File: src/hdl/sideband_pkg.sv
// sideband_pkg: constants and types shared by the switch side-band logic
// assumes: a single 50 MHz core clock, asynchronous active-low reset
package sideband_pkg;

  // ****************************************************************
  // clock and timing
  // ****************************************************************
  localparam int CLK_MHZ = 50;
  localparam int HW_AGE_PERIOD_MS = 1000;
  localparam int HW_AGE_PERIOD_CYC = HW_AGE_PERIOD_MS * CLK_MHZ * 1000;
  localparam int CFG_ACCESS_CYC = 2;
  localparam int CFG_TIMEOUT_CYC = 256;

  // ****************************************************************
  // configuration bus layout
  // ****************************************************************
  localparam int ADDR_W = 28;
  localparam int DATA_W = 32;
  localparam int ACC_BIT = 27;
  localparam int WORD_LSB = 2;
  localparam int IDX_W = ACC_BIT - WORD_LSB;

  // word indices of the local registers
  localparam logic [IDX_W-1:0] REG_LDF_WM = 25'h0000000;
  localparam logic [IDX_W-1:0] REG_ADF_WM = 25'h0000001;
  localparam logic [IDX_W-1:0] REG_HDF_WM = 25'h0000002;
  localparam logic [IDX_W-1:0] REG_AGE_CTRL = 25'h0000003;
  localparam logic [IDX_W-1:0] REG_PAUSE_MODE = 25'h0000004;
  localparam logic [IDX_W-1:0] REG_AGE_STAT = 25'h0000005;

  // aging control field positions
  localparam int AGE_SW_EN_BIT = 0;
  localparam int AGE_SW_START_BIT = 1;
  localparam int AGE_HW_EN_BIT = 2;

  // ****************************************************************
  // data fifo watermarks and interrupt vector
  // ****************************************************************
  localparam int NUM_FIFOS = 3;
  localparam int LVL_W = 10;
  localparam int FIFO_DEPTH = 512;
  localparam logic [LVL_W-1:0] WM_RST = 10'h180;
  localparam logic AGE_SW_EN_RST = 1'b0;
  localparam logic AGE_HW_EN_RST = 1'b1;
  localparam int IRQ_W = 32;
  localparam int IRQ_HASH_AGE = 6;
  localparam int IRQ_CAM_AGE = 7;

  // ****************************************************************
  // aging tables, pause and debug
  // ****************************************************************
  localparam int AGE_BUCKETS = 8;
  localparam int HASH_ENTRIES = 16384;
  localparam int BUCKET_ENTRIES = HASH_ENTRIES / AGE_BUCKETS;
  localparam int CAM_ENTRIES = 32;
  localparam int N_PORTS = 11;
  localparam int PRI_N = 8;
  localparam logic [PRI_N-1:0] PAUSE_ALL = 8'hFF;
  localparam logic [PRI_N-1:0] PAUSE_NONE = 8'h00;
  localparam int DBG_SEL_W = 9;
  localparam int DBG_PORTS = 12;
  localparam int DBG_WIDE_PORTS = 2;

  typedef enum {CFG_IDLE, CFG_WAIT, CFG_DONE} cfg_state_t;
  typedef enum {AGE_IDLE, AGE_SCAN} age_state_t;

endpackage : sideband_pkg

File: src/hdl/aging_if.sv
// aging_if: control and progress signals between the side-band top and the aging walker
// assumes: both ends clocked by the same core clock
interface aging_if #(
  parameter int HASH_W = 11,
  parameter int CAM_W = 5
);
  logic start;
  logic [HASH_W-1:0] hash_idx;
  logic [CAM_W-1:0] cam_idx;
  logic hash_busy;
  logic cam_busy;
  logic hash_done;
  logic cam_done;

  modport walker (
    input start,
    output hash_idx,
    output cam_idx,
    output hash_busy,
    output cam_busy,
    output hash_done,
    output cam_done
  );

  modport ctrl (
    output start,
    input hash_idx,
    input cam_idx,
    input hash_busy,
    input cam_busy,
    input hash_done,
    input cam_done
  );
endinterface : aging_if

File: src/hdl/aging_walker.sv
// aging_walker: walks the hash aging buckets and the collision aging table
// assumes: start is a one-cycle pulse, given only while both walks are idle
module aging_walker
  import sideband_pkg::*;
#(
  parameter int BUCKET_N = BUCKET_ENTRIES,
  parameter int CAM_N = CAM_ENTRIES
)
(
  input wire logic core_clk,
  input wire logic resetn,
  aging_if.walker ag
);

  localparam int HW = $clog2(BUCKET_N);
  localparam int CW = $clog2(CAM_N);
  localparam logic [HW-1:0] HASH_LAST = HW'(BUCKET_N - 1);
  localparam logic [CW-1:0] CAM_LAST = CW'(CAM_N - 1);

  age_state_t hash_state_ff;
  age_state_t cam_state_ff;

  // ****************************************************************
  // hash buckets
  // ****************************************************************
  // all buckets share one offset, so every bucket sees entry n in the same cycle
  always_ff @(posedge core_clk or negedge resetn)
  begin
    if (!resetn)
    begin
      hash_state_ff <= AGE_IDLE;
      ag.hash_idx <= '0;
      ag.hash_done <= 1'b0;
    end
    else
    begin
      ag.hash_done <= 1'b0;
      unique case (hash_state_ff)
        AGE_IDLE:
        begin
          if (ag.start)
          begin
            hash_state_ff <= AGE_SCAN;
            ag.hash_idx <= '0;
          end
        end
        AGE_SCAN:
        begin
          if (ag.hash_idx == HASH_LAST)
          begin
            hash_state_ff <= AGE_IDLE;
            ag.hash_done <= 1'b1;
          end
          else
          begin
            ag.hash_idx <= ag.hash_idx + 1'b1;
          end
        end
      endcase
    end
  end

  // ****************************************************************
  // collision table
  // ****************************************************************
  always_ff @(posedge core_clk or negedge resetn)
  begin
    if (!resetn)
    begin
      cam_state_ff <= AGE_IDLE;
      ag.cam_idx <= '0;
      ag.cam_done <= 1'b0;
    end
    else
    begin
      ag.cam_done <= 1'b0;
      unique case (cam_state_ff)
        AGE_IDLE:
        begin
          if (ag.start)
          begin
            cam_state_ff <= AGE_SCAN;
            ag.cam_idx <= '0;
          end
        end
        AGE_SCAN:
        begin
          if (ag.cam_idx == CAM_LAST)
          begin
            cam_state_ff <= AGE_IDLE;
            ag.cam_done <= 1'b1;
          end
          else
          begin
            ag.cam_idx <= ag.cam_idx + 1'b1;
          end
        end
      endcase
    end
  end

  assign ag.hash_busy = (hash_state_ff == AGE_SCAN);
  assign ag.cam_busy = (cam_state_ff == AGE_SCAN);

endmodule : aging_walker

File: src/hdl/switch_sideband.sv
// switch_sideband: configuration slave, interrupt vector, pause and debug read ports
// assumes: all side-band pins are synchronous to core_clk; MACs synchronise themselves
//
// Summary of operation
// - top address bit selects the accumulator
// - byte address, whole words only, low bits dropped
// - register index is the word address
// - internal timeout ends access with error
// - unmapped word address answers with error
// - each interrupt is a one-cycle pulse
// - no mask, no status, pulses driven directly
// - flags 0,2,4 push at or above watermark
// - flags 1,3,5 push while fifo full
// - flag 6 pulses when hash aging ends
// - software aging waits for start latch
// - eight buckets scanned in parallel, first to last
// - collision table walked, then flag 7
// - port mode status is 00 or FF
// - xoff blocks new packets, not ongoing ones
// - one external pause per port, per priority
// - pause vectors eight bits, one means xoff
// - 9-bit select, 32-bit data, both pipelined
// - selects 1 to 12 show egress edge fields
module switch_sideband
  import sideband_pkg::*;
#(
  parameter int AGE_PERIOD_CYC = HW_AGE_PERIOD_CYC,
  parameter int TIMEOUT_CYC = CFG_TIMEOUT_CYC,
  parameter int ACCESS_CYC = CFG_ACCESS_CYC,
  parameter int DEPTH = FIFO_DEPTH,
  parameter int BUCKET_N = BUCKET_ENTRIES,
  parameter int CAM_N = CAM_ENTRIES
)
(
  input wire logic core_clk,
  input wire logic resetn,
  // configuration bus
  input wire logic [ADDR_W-1:0] apb_paddr,
  input wire logic apb_psel,
  input wire logic apb_penable,
  input wire logic apb_pwrite,
  input wire logic [DATA_W-1:0] apb_pwdata,
  output logic apb_pready,
  output logic [DATA_W-1:0] apb_prdata,
  output logic apb_pslverr,
  input wire logic cfg_stall,
  // data fifo push requests and fill levels: learning, aging, hit update
  input wire logic [NUM_FIFOS-1:0] fifo_push,
  input wire logic [NUM_FIFOS-1:0][LVL_W-1:0] fifo_level,
  output logic [IRQ_W-1:0] interrupts,
  // aging walk progress
  output logic [$clog2(BUCKET_N)-1:0] age_hash_idx,
  output logic [$clog2(CAM_N)-1:0] age_cam_idx,
  // pause
  input wire logic [N_PORTS-1:0] rm_port_paused,
  input wire logic [N_PORTS-1:0][PRI_N-1:0] rm_pfc_pause,
  output logic [N_PORTS-1:0][PRI_N-1:0] pfc_status,
  input wire logic [N_PORTS-1:0][PRI_N-1:0] ext_pause,
  input wire logic [N_PORTS-1:0] sched_start_req,
  input wire logic [N_PORTS-1:0][2:0] sched_start_pri,
  output logic [N_PORTS-1:0] sched_start_grant,
  // debug read
  input wire logic [DBG_SEL_W-1:0] debug_read_select,
  input wire logic [DBG_PORTS-1:0][4:0] dbg_tx_valid_bytes,
  input wire logic [DBG_PORTS-1:0] dbg_tx_halt,
  input wire logic [DBG_PORTS-1:0] dbg_tx_last,
  input wire logic [DBG_PORTS-1:0] dbg_tx_first,
  output logic [DATA_W-1:0] debug_read_data
);

  localparam int TW = $clog2(TIMEOUT_CYC + 1);
  localparam int PW = $clog2(AGE_PERIOD_CYC + 1);
  localparam logic [TW-1:0] TIMEOUT_LAST = TW'(TIMEOUT_CYC - 1);
  localparam logic [TW-1:0] ACCESS_LAST = TW'(ACCESS_CYC - 1);
  localparam logic [PW-1:0] PERIOD_LAST = PW'(AGE_PERIOD_CYC - 1);
  localparam logic [LVL_W:0] FULL_LVL = (LVL_W + 1)'(DEPTH);

  // ****************************************************************
  // configuration slave
  // ****************************************************************
  cfg_state_t cfg_state_ff;
  logic [TW-1:0] wait_cnt_ff;
  logic [TW-1:0] work_cnt_ff;
  logic [DATA_W-1:0] acc_ff;
  logic [NUM_FIFOS-1:0][LVL_W-1:0] wm_ff;
  logic sw_age_en_ff;
  logic sw_age_start_ff;
  logic hw_age_en_ff;
  logic [N_PORTS-1:0] port_mode_ff;
  logic [IDX_W-1:0] word_idx;
  logic acc_sel;
  logic idx_mapped;
  logic access;
  logic finish;
  logic wr_ok;
  logic [DATA_W-1:0] nxt_rdata;

  aging_if #(.HASH_W($clog2(BUCKET_N)), .CAM_W($clog2(CAM_N))) ag ();

  assign acc_sel = apb_paddr[ACC_BIT];
  assign word_idx = apb_paddr[ACC_BIT-1:WORD_LSB];
  assign idx_mapped = acc_sel || (word_idx <= REG_AGE_STAT);
  assign access = apb_psel && apb_penable;
  // the core counts its own access time; stalls push completion toward the timeout
  assign finish = (cfg_state_ff == CFG_WAIT) && !cfg_stall && (work_cnt_ff == ACCESS_LAST);
  assign wr_ok = finish && apb_pwrite && idx_mapped;

  always_ff @(posedge core_clk or negedge resetn)
  begin
    if (!resetn)
    begin
      cfg_state_ff <= CFG_IDLE;
      wait_cnt_ff <= '0;
      work_cnt_ff <= '0;
      apb_pready <= 1'b0;
      apb_pslverr <= 1'b0;
      apb_prdata <= '0;
    end
    else
    begin
      apb_pready <= 1'b0;
      apb_pslverr <= 1'b0;
      unique case (cfg_state_ff)
        CFG_IDLE:
        begin
          if (access)
          begin
            cfg_state_ff <= CFG_WAIT;
            wait_cnt_ff <= '0;
            work_cnt_ff <= '0;
          end
        end
        CFG_WAIT:
        begin
          wait_cnt_ff <= wait_cnt_ff + 1'b1;
          if (!cfg_stall)
          begin
            work_cnt_ff <= work_cnt_ff + 1'b1;
          end
          if (finish)
          begin
            cfg_state_ff <= CFG_DONE;
            apb_pready <= 1'b1;
            apb_pslverr <= !idx_mapped;
            apb_prdata <= (apb_pwrite || !idx_mapped) ? '0 : nxt_rdata;
          end
          else if (wait_cnt_ff == TIMEOUT_LAST)
          begin
            cfg_state_ff <= CFG_DONE;
            apb_pready <= 1'b1;
            apb_pslverr <= 1'b1;
            apb_prdata <= '0;
          end
        end
        CFG_DONE:
        begin
          // one idle cycle lets the master drop penable before a new access
          cfg_state_ff <= CFG_IDLE;
        end
      endcase
    end
  end

  always_comb
  begin
    nxt_rdata = '0;
    if (acc_sel)
    begin
      nxt_rdata = acc_ff;
    end
    else
    begin
      unique case (word_idx)
        REG_LDF_WM: nxt_rdata[LVL_W-1:0] = wm_ff[0];
        REG_ADF_WM: nxt_rdata[LVL_W-1:0] = wm_ff[1];
        REG_HDF_WM: nxt_rdata[LVL_W-1:0] = wm_ff[2];
        REG_AGE_CTRL:
        begin
          nxt_rdata[AGE_SW_EN_BIT] = sw_age_en_ff;
          nxt_rdata[AGE_SW_START_BIT] = sw_age_start_ff;
          nxt_rdata[AGE_HW_EN_BIT] = hw_age_en_ff;
        end
        REG_PAUSE_MODE: nxt_rdata[N_PORTS-1:0] = port_mode_ff;
        REG_AGE_STAT: nxt_rdata[1:0] = {ag.cam_busy, ag.hash_busy};
        default: nxt_rdata = '0;
      endcase
    end
  end

  always_ff @(posedge core_clk or negedge resetn)
  begin
    if (!resetn)
    begin
      acc_ff <= '0;
      wm_ff <= {NUM_FIFOS{WM_RST}};
      sw_age_en_ff <= AGE_SW_EN_RST;
      hw_age_en_ff <= AGE_HW_EN_RST;
      port_mode_ff <= '0;
    end
    else if (wr_ok)
    begin
      if (acc_sel)
      begin
        acc_ff <= apb_pwdata;
      end
      else
      begin
        unique case (word_idx)
          REG_LDF_WM: wm_ff[0] <= apb_pwdata[LVL_W-1:0];
          REG_ADF_WM: wm_ff[1] <= apb_pwdata[LVL_W-1:0];
          REG_HDF_WM: wm_ff[2] <= apb_pwdata[LVL_W-1:0];
          REG_AGE_CTRL:
          begin
            sw_age_en_ff <= apb_pwdata[AGE_SW_EN_BIT];
            hw_age_en_ff <= apb_pwdata[AGE_HW_EN_BIT];
          end
          REG_PAUSE_MODE: port_mode_ff <= apb_pwdata[N_PORTS-1:0];
          default: ;
        endcase
      end
    end
  end

  // ****************************************************************
  // aging trigger
  // ****************************************************************
  logic [PW-1:0] period_cnt_ff;
  logic age_tick_ff;
  logic age_idle;
  logic sw_go;
  logic hw_go;
  logic sw_start_wr;

  assign age_idle = !ag.hash_busy && !ag.cam_busy && !ag.start;
  assign sw_go = sw_age_en_ff && sw_age_start_ff && age_idle;
  assign hw_go = !sw_age_en_ff && hw_age_en_ff && age_tick_ff && age_idle;
  assign sw_start_wr = wr_ok && !acc_sel && (word_idx == REG_AGE_CTRL) &&
    apb_pwdata[AGE_SW_START_BIT];

  always_ff @(posedge core_clk or negedge resetn)
  begin
    if (!resetn)
    begin
      period_cnt_ff <= '0;
      age_tick_ff <= 1'b0;
    end
    else
    begin
      age_tick_ff <= (period_cnt_ff == PERIOD_LAST);
      period_cnt_ff <= (period_cnt_ff == PERIOD_LAST) ? '0 : period_cnt_ff + 1'b1;
    end
  end

  // a software write that lands with the launch keeps the latch set
  always_ff @(posedge core_clk or negedge resetn)
  begin
    if (!resetn)
    begin
      sw_age_start_ff <= 1'b0;
    end
    else if (sw_start_wr)
    begin
      sw_age_start_ff <= 1'b1;
    end
    else if (sw_go)
    begin
      sw_age_start_ff <= 1'b0;
    end
  end

  always_ff @(posedge core_clk or negedge resetn)
  begin
    if (!resetn)
    begin
      ag.start <= 1'b0;
    end
    else
    begin
      ag.start <= sw_go || hw_go;
    end
  end

  aging_walker #(.BUCKET_N(BUCKET_N), .CAM_N(CAM_N)) u_walker (
    .core_clk(core_clk),
    .resetn(resetn),
    .ag(ag)
  );

  assign age_hash_idx = ag.hash_idx;
  assign age_cam_idx = ag.cam_idx;

  // ****************************************************************
  // interrupt vector
  // ****************************************************************
  // pulses only: nothing is held, a receiver that misses an edge loses the event
  logic [IRQ_W-1:0] nxt_irq;

  always_comb
  begin
    nxt_irq = '0;
    for (int k = 0; k < NUM_FIFOS; k++)
    begin
      nxt_irq[2*k] = fifo_push[k] && (fifo_level[k] >= wm_ff[k]);
      nxt_irq[2*k+1] = fifo_push[k] && ({1'b0, fifo_level[k]} >= FULL_LVL);
    end
    nxt_irq[IRQ_HASH_AGE] = ag.hash_done;
    nxt_irq[IRQ_CAM_AGE] = ag.cam_done;
  end

  always_ff @(posedge core_clk or negedge resetn)
  begin
    if (!resetn)
    begin
      interrupts <= '0;
    end
    else
    begin
      interrupts <= nxt_irq;
    end
  end

  // ****************************************************************
  // pause status and external pause
  // ****************************************************************
  for (genvar p = 0; p < N_PORTS; p++)
  begin : g_port
    always_ff @(posedge core_clk or negedge resetn)
    begin
      if (!resetn)
      begin
        pfc_status[p] <= PAUSE_NONE;
        sched_start_grant[p] <= 1'b0;
      end
      else
      begin
        if (port_mode_ff[p])
        begin
          pfc_status[p] <= rm_port_paused[p] ? PAUSE_ALL : PAUSE_NONE;
        end
        else
        begin
          pfc_status[p] <= rm_pfc_pause[p];
        end
        // only packet starts are gated; a packet in flight never asks again
        sched_start_grant[p] <= sched_start_req[p] &&
          !ext_pause[p][sched_start_pri[p]];
      end
    end
  end

  // ****************************************************************
  // debug read
  // ****************************************************************
  logic [DBG_SEL_W-1:0] dbg_sel_ff;
  logic [DATA_W-1:0] nxt_dbg;

  always_comb
  begin
    nxt_dbg = {{(DATA_W - DBG_SEL_W){1'b0}}, dbg_sel_ff};
    for (int p = 0; p < DBG_PORTS; p++)
    begin
      if (dbg_sel_ff == DBG_SEL_W'(DBG_PORTS - p))
      begin
        nxt_dbg = '0;
        if (p < DBG_WIDE_PORTS)
        begin
          nxt_dbg[7:0] = {dbg_tx_valid_bytes[p], dbg_tx_halt[p], dbg_tx_last[p],
            dbg_tx_first[p]};
        end
        else
        begin
          nxt_dbg[5:0] = {dbg_tx_valid_bytes[p][2:0], dbg_tx_halt[p], dbg_tx_last[p],
            dbg_tx_first[p]};
        end
      end
    end
  end

  always_ff @(posedge core_clk or negedge resetn)
  begin
    if (!resetn)
    begin
      dbg_sel_ff <= '0;
      debug_read_data <= '0;
    end
    else
    begin
      dbg_sel_ff <= debug_read_select;
      debug_read_data <= nxt_dbg;
    end
  end

endmodule : switch_sideband

File: config.mk
export PLATFORM = sky130hd
export DESIGN_NAME = switch_sideband
export DESIGN_NICKNAME = d
export VERILOG_FILES = /design/src/hdl/sideband_pkg.sv /design/src/hdl/aging_if.sv /design/src/hdl/aging_walker.sv /design/src/hdl/switch_sideband.sv
export SDC_FILE = /design/constraint.sdc
export NUM_CORES = 1
export LEC_CHECK = 0
export BUFFER_PORTS_ARGS = -buffer_cell sky130_fd_sc_hd__buf_4
export CAP_MARGIN = 20
export CELL_PAD_IN_SITES_DETAIL_PLACEMENT = 0
export CELL_PAD_IN_SITES_GLOBAL_PLACEMENT = 2
export CORE_AREA = 2 2 250 252
export DETAILED_ROUTE_END_ITERATION = 7
export DIE_AREA = 0 0 252 254
export PLACE_DENSITY = 0.75
export SLEW_MARGIN = 25
export SYNTH_ARGS = -nofsm -noshare
export SYNTH_HDL_FRONTEND = slang
export SYNTH_SLANG_ARGS = --single-unit
File: constraint.sdc
create_clock -name core_clk -period 4.6 [get_ports core_clk]
set_input_delay 0.92 -clock core_clk [delete_from_list [all_inputs] [get_ports core_clk]]
set_output_delay 0.92 -clock core_clk [all_outputs]
set_load 0.02 [all_outputs]
==> summary.md, run 1 <==
| Metric | Value |
|---|---|
| Synth Cell Area | `14890 sq um` |
| Layout Skew | `16.74 ps` |
| Most common cell after layout, fill and taps aside | `buf_4` |
| Share of layout cells above drive strength 1 | `38.92%` |
| CTS root buf | `clkbuf_16` |
| Setup TNS | `0 ps` |
| Synth area leaders | `dfrtp_1 50%, o21ai_0 4.3%, mux2_2 3.9%` |
| Worst path cell trace | `inv_1 > ha_1 > and4bb_1 > nand3_2 > nor4_4 > nand4b_1 > mux2_1` |
| CTS Buf Count | `40` |
| TritonCTS clock tree | `yes` |
| Syn Area/Cell | `10.83 sq um` |
| Clk pwr share | `43.5%` |
| Post_cts resized | `0` |
| Global-route wire length before repair | `74.41 mm` |
| Overall Global Routing Usage | `15.05%` |
| RSZ-0062 raised after global routing | `no` |
| DP Area | `19980 sq um` |
| Number of max-cap violations | `0` |
| Hold endpoint | `interrupts[6]$_DFF_PN0_` |
| Total iterations of the first detailed-routing run | `7` |
| Initial Util | `24.31%` |
| CP max stage cell | `nand4b_1` |
| Die X | `252 um` |
| Vias per Instance | `4.503` |
| Slowest cell delay on critical path | `640 ps` |
| Gpl congestion | `0.8197` |
| Status | `complete, no violations` |
| Synth warn | `0` |
| Synth Flop Type | `dfrtp_1` |
| Vias in the first global route | `12780` |
| Antenna Violating Nets Remaining | `0` |
| Setup CP Type | `flop to flop` |
| Worst hold path cell count | `0` |
| Setup bufs post-CTS | `0` |
| Initial antenna violation count | `7` |
| R2R Path Start | `cfg_state_ff[1]$_DFFE_PN0P_` |
| Sw Ratio | `26.95%` |
| Slew headroom | `36.33%` |
| Worst R2R End | `wm_ff[19]$_DFFE_PN0P_` |
| NetSw | `0.002277 W` |
| Hold_sp | `u_walker.ag.hash_done$_DFF_PN0_` |
| Fin. max-slew vios | `0` |
| CP startpoint kind | `flop` |
| Top-Level Pins | `648` |
| Logic pwr share | `19.0%` |
| Pint | `0.006174 W` |
| Fin area | `21550 sq um` |
| IO buf count | `578` |
| Ys async rst share | `100.0%` |
| Reg power frac | `37.6%` |
| Clk sink count | `303` |
| Endpoint class of the critical path | `flop` |
| EDFF count, synth | `0` |
| Post-CTS Hold Buffers | `0` |
| DR vias | `12490` |
| Crit-path max FO | `15` |
| Die H | `254 um` |
| Cell family with most CP delay | `simple AND/OR/NAND/NOR gates` |
| Clock Path Buffers | `3` |
| Pwr/cell area | `392.2 nW/um^2` |
| Final hold vios | `0` |
| Seq/Total Area, Yosys | `50.98%` |
| Starting DRT DRC Count | `583` |
| Most frequent cells in the layout | `588 x buf_4, 296 x dfrtp_1, 151 x inv_1` |
| WP data required | `5040 ps` |
| P&R area growth vs syn | `44.71%` |
| Worst EP arrival | `3660 ps` |
| Post-synthesis cell type count | `70` |
| #FFs+latches synth | `303` |
| Cell taking the most area after synthesis | `dfrtp_1` |
| Reg clk slew, reported paths | `60 ps` |
| Drt wl/cell | `18.04 um` |
| Largest net degree at the start of global routing | `112` |
| Worst slew pin tran | `950.8 ps` |
| Synthesized instance count | `1375` |
| Layout Nets | `2424` |
| Gr ovfl total | `0` |
| CTS H-tree depth | `2` |
| Share of the synthesized area in the top cell type | `49.75%` |
| Hpwl dp | `38.76 mm` |
| Clk_lat worst skew | `560 ps` |
| Worst Path Buf+Inv | `1` |
| Hold WC Path Type | `flop to flop` |
| Min Tclk post-route | `3225 ps` |
| Cell Rows | `91` |
| DRC viols | `0` |
| Peak supply drop | `0.2077 mV` |
| Reg-to-reg setup timing slack | `1380 ps` |
| Highest clock rate | `310.1 MHz` |
| LEAKAGE | `10.66 nW` |
| Die area | `64010 sq um` |
| Core area | `61260 sq um` |
| Finish-stage setup viols | `0` |
| Fin crit share | `70.10%` |
| Cell count of the worst reg-to-reg path | `7` |
| Routed wire length | `50.03 mm` |
==> registers in the layout, indices dropped and copies added, names as in the netlist, 11 cells and up <==
name and cells:
port_mode_ff 11, period_cnt_ff 26, pfc_status 88, u_walker.ag.hash_idx 11, acc_ff 32, sched_start_grant 11
apb_prdata 32, wm_ff 30
==> synth_stat cells, types with 10 or more instances <==
cell type	n
xor2_1	19
a22oi_1	14
mux2_2	52
xnor2_1	17
nor4_1	14
ha_1	40
a2bb2oi_1	12
o21a_1	11
mux2_4	10
and2_1	19
a21oi_1	41
nand2b_1	13
o21ai_0	129
nand3_1	24
mux4_2	25
mux2_1	18
inv_1	151
buf_4	48
mux2i_1	33
nor3_1	13
nand4_1	14
clkbuf_1	41
and3_1	11
a22o_1	27
dfrtp_1	296
nand2_1	70
nor2_1	67
buf_2	12
nor2b_1	12
==> power groups by stage <==
stage	Clock (W)	Sequential [W]	Combinational (W)
CTS	0.00379	0.00318	0.00163
global route	0.00389	0.00322	0.00176
global placement	0	0.00321	0.00160
finish	0.00367	0.00318	0.00160
detailed placement	0	0.00322	0.00163
floorplan	0	0.00334	0.000703
==> metrics by stage <==
step	util, %	hold WS, ps	setup slack [ps]	cells	total power, W
after floorplan	-	331.2	2023	1421	0.004047
after global placement	32.56	335.3	1152	2696	0.004806
after detailed placement	32.61	347.7	1107	2697	0.004853
after CTS	35.17	360.4	1328	2771	0.008602
after global routing	35.18	373.7	1121	2773	0.008873
final	35.18	355.7	1375	2773	0.008451
==> how the worst max path moves through the flow <==
stage                                      from                     endpoint  slack [ps]  cells past startpoint
floorplan                             cfg_stall  port_mode_ff[0]$_DFFE_PN0P_        2020                      7
global placement                  apb_paddr[17]        wm_ff[19]$_DFFE_PN0P_        1150                      6
detailed placement                apb_paddr[25]        wm_ff[19]$_DFFE_PN0P_        1110                      6
CTS                 cfg_state_ff[1]$_DFFE_PN0P_        wm_ff[19]$_DFFE_PN0P_        1330                      7
global route        cfg_state_ff[1]$_DFFE_PN0P_        wm_ff[15]$_DFFE_PN0P_        1120                      7
finish              cfg_state_ff[1]$_DFFE_PN0P_        wm_ff[19]$_DFFE_PN0P_        1380                      7
==> cells by family (layout without fill, tap and decap cells) <==
logic type | count (synthesis) | count (layout) | synth area share [%]
AOI/OAI and AO/OA | 308 | 308 | 13.18
DFF | 303 | 303 | 50.98
and+or+nand+nor | 291 | 291 | 10.22
buffers and inverters | 258 | 818 | 7.815
muxes | 138 | 138 | 12.30
adders and majority gates | 40 | 40 | 3.361
xor gates and xnor gates | 36 | 36 | 2.118
other | 1 | 49 | 0.02519
==> routing by layer <==
metal	wire (um)	part of all wire (%)	track usage [%]
met5	55	0.11	0
met4	1003	2.0	4.210
met3	4366	8.7	5.162
met2	25140	50	26.50
met1	19460	39	17.29
==> area by class of cell <==
class,instances,area [sq um]
diodes,2,5.005
clock buffers,58,1211
clock inverters,16,352.8
fillers,6275,39710
inverters,152,570.5
multi-input cells,860,6331
flip-flops and latches,303,7591
well taps,790,988.4
repair buffers,592,4497
Note: power is estimated with default switching activity, not from simulation.
==> inputs of run 2 (changes only) <==
Settings changed: ABC_AREA set to 1, CORE_AREA 2 2 250 252 to not set, CORE_ASPECT_RATIO set to 0.7, CORE_MARGIN set to 2, CORE_UTILIZATION set to 26, DIE_AREA 0 0 252 254 to not set, PLACE_DENSITY 0.75 to 0.84.
Clock period 4.6 ns to 3.22 ns, I/O delays scaled along.
==> run 2 against run 1 <==
Flip-flop and latch count did not move. Sequential power up 35%. Critical path type unchanged. Utilization rose by 2.2 points. Register-to-register slack got worse by 560 ps. Synthesized cell count increased by 31%. Critical endpoint is now wm_ff[11]$_DFFE_PN0P_. Clock skew up 12 ps. Global-route usage grew 2.5 points. Sequential share of layout area rose by 0.44 points. Fmax is 34% higher. Clock power increased by 9.5%. Count of clock-buffer cells in the layout decreased by 3.
==> summary.md, run 2 <==
| Metric | Value |
|---|---|
| Synth warn | `0` |
| Seq/Total Area, Yosys | `50.51%` |
| Setup CP Type | `flop to flop` |
| Highest clock rate | `415.5 MHz` |
| Most common library cells after synthesis | `573 x nand2_1, 296 x dfrtp_1, 198 x inv_1, 107 x nor2_1, 77 x o21ai_0` |
| Number of max-cap violations | `0` |
| CP max stage cell | `nand4_2` |
| Overall Global Routing Usage | `17.59%` |
| Share of layout cells above drive strength 1 | `29.45%` |
| Vias per Instance | `4.440` |
| Core area | `56990 sq um` |
| Largest net degree at the start of global routing | `70` |
| Global-route wire length before repair | `81.83 mm` |
| Mux contribution to synthesized area | `1.573%` |
| Antenna Violating Nets Remaining | `0` |
| Layout Skew | `28.55 ps` |
| Fin area | `21280 sq um` |
| Fin crit share | `74.75%` |
| Endpoint class of the critical path | `flop` |
| Die X | `291.4 um` |
| Pwr/cell area | `468.2 nW/um^2` |
| P&R area growth vs syn | `41.58%` |
| Drt wl/cell | `16.89 um` |
| Worst EP arrival | `2820 ps` |
| Initial Util | `26.37%` |
| Total iterations of the first detailed-routing run | `5` |
| Reg clk slew, reported paths | `60 ps` |
| Initial antenna violation count | `7` |
| Synth area leaders | `dfrtp_1 49%, nand2_1 14%, inv_1 4.9%` |
| Share of the synthesized area in the top cell type | `49.28%` |
| RSZ-0062 raised after global routing | `no` |
| DP Area | `20120 sq um` |
| Top-Level Pins | `648` |
| TritonCTS clock tree | `yes` |
| Synthesized instance count | `1802` |
| CTS root buf | `clkbuf_16` |
| Ys async rst share | `100.0%` |
| DRC viols | `0` |
| IO buf count | `578` |
| Slew headroom | `47.41%` |
| #FFs+latches synth | `303` |
| Biggest register | `pfc_status` |
| Hold WC Path Type | `primary input to flop` |
| CTS Buf Count | `36` |
| Placed Cells | `3118` |
| LEAKAGE | `10.99 nW` |
| Status | `complete, no violations` |
| Max FFs per register | `88` |
| Die H | `205.2 um` |
| WP data required | `3630 ps` |
| Largest regs | `pfc_status: 88 flops, acc_ff: 32 flops, apb_prdata: 32 flops` |
| Most common cell after layout, fill and taps aside | `buf_4` |
| Post-Synth Simple-Gate Area | `24.28%` |
| CTS H-tree depth | `2` |
| Synth Area in Compound Gates | `9.940%` |
| EDFF count, synth | `0` |
| Area share of xor/xnor cells in the synthesized design | `1.399%` |
| Cell taking the most area after synthesis | `dfrtp_1` |
| Finish-stage setup viols | `0` |
| Most frequent cells in the layout | `591 x buf_4, 573 x nand2_1, 296 x dfrtp_1` |
| Gpl congestion | `0.9004` |
| Hold WS | `192.8 ps` |
| Worst Path Buf+Inv | `1` |
| Setup TNS | `0 ps` |
| Post_cts resized | `0` |
| Fill cells | `5948` |
| Cell family with most CP delay | `simple AND/OR/NAND/NOR gates` |
| Clk sink count | `303` |
| Synth Cell Area | `15030 sq um` |
| Starting DRT DRC Count | `777` |
| Synth Flop Type | `dfrtp_1` |
| Hpwl dp | `42.81 mm` |
| Clock Path Buffers | `3` |
| Worst path cell trace | `inv_1 > ha_1 > nand4_1 > nor4_2 > nand3_1 > nor2_2 > nand4_2 > nand2_1 > o21ai_1` |
| Pwr Total | `0.009963 W` |
| Die area | `59780 sq um` |
| Peak supply drop | `0.3284 mV` |
| Worst slew pin tran | `781.6 ps` |
| Vias in the first global route | `14240` |
| Adder-cell share of the synthesized area | `3.330%` |
| Largest family of logic cells by synthesized area | `simple AND/OR/NAND/NOR gates` |
| Cell Rows | `73` |
| DR vias | `14150` |
| Fin. max-slew vios | `0` |
| Syn Area/Cell | `8.340 sq um` |
| Slowest cell delay on critical path | `510 ps` |
| Gr ovfl total | `0` |
| Layout Nets | `2882` |
| Count leader, synth | `nand2_1` |
| Min Tclk post-route | `2407 ps` |
| Crit-path max FO | `20` |
| Final cell count without fillers | `3186` |
| Routed wire length | `53.81 mm` |
| Post-synthesis cell type count | `56` |
| CP startpoint kind | `flop` |
| Setup bufs post-CTS | `0` |
| Clk_lat worst skew | `560 ps` |
| Final hold vios | `0` |
## run 2: cell types whose count changed after synthesis, moves of 33 or more
cell,previous run,this run
nand3_1,24,62
inv_1,151,198
mux2i_1,33,0
nand2_1,70,573
o21ai_0,129,77
nor2_1,67,107
o21ai_1,1,68
clkbuf_1,41,8
## run 2: cell families after synthesis
group	after synthesis
AO/OA/AOI/OAI	269
XOR/XNOR	24
AND/OR/NAND/NOR	853
flip-flops	303
adder cells (fa/ha/maj)	40
multiplexers	21
buffers and inverters	291
other	1
## run 2: routing by layer
layer | vias to the layer above | routed length, um | global-route usage (%)
li1 | 6980 | - | -
met1 | 6650 | 23880 | 22.93
met2 | 442 | 24990 | 29.14
met3 | 67 | 3836 | 4.416
met4 | 8 | 1055 | 4.584
met5 | - | 45 | 0
## run 2: final timing paths
path                                                 start                        to  slack [ps]  depth (start not counted)
setup / recovery               cfg_state_ff[1]$_DFFE_PN0P_     wm_ff[11]$_DFFE_PN0P_         810                          9
hold / removal                        debug_read_select[3]   dbg_sel_ff[3]$_DFF_PN0_         190                          1
setup reg to reg               cfg_state_ff[1]$_DFFE_PN0P_     wm_ff[11]$_DFFE_PN0P_         810                          9
hold reg to reg            u_walker.ag.hash_done$_DFF_PN0_   interrupts[6]$_DFF_PN0_         350                          0
max in group asynchronous                           resetn     wm_ff[27]$_DFFE_PN1P_        1790                          3
min in group asynchronous                           resetn  pfc_status[67]$_DFF_PN0_         600                          2
## run 2: final cells by class
type                       count  area, sq um  share of cell area, %
multi-input combinational   1254         6266                  29.45
timing repair buffer         596         4522                  21.25
inverter                     216        812.0                  3.816
clock buffer                  55         1062                  4.992
sequential                   303         7591                  35.67
tap                          750        938.4                  4.410
clock inverter                11        85.08                 0.3998
antenna                        1        2.502                0.01176
## run 2: repair_timing
action	in CTS	in global routing
endpoints found under the setup margin	0	0
hold endpoints to repair	19	0
hold buffers	1	0
## run 2: power by group
part / switching (W) / total, W / internal, W
registers: 0.000156 / 0.00428 / 0.00412
logic: 0.000890 / 0.00166 / 0.000771
clock network: 0.00173 / 0.00402 / 0.00230
## run 2: worst register-to-register path, delay by kind of cell, from the launching register on
kind,cells,cell delay (ps)
flops,1,380
compound gates,1,80
fa+ha+maj,1,170
simple gates,6,1560
buf+inv,1,90
## run 2: stage by stage
stage | setup WS [ps] | util, %
floorplan | 1197 | -
global placement | 573.9 | 35.30
detailed placement | 566.5 | 35.30
CTS | 810.3 | 37.33
global route | 548.0 | 37.33
finish | 813.2 | 37.34
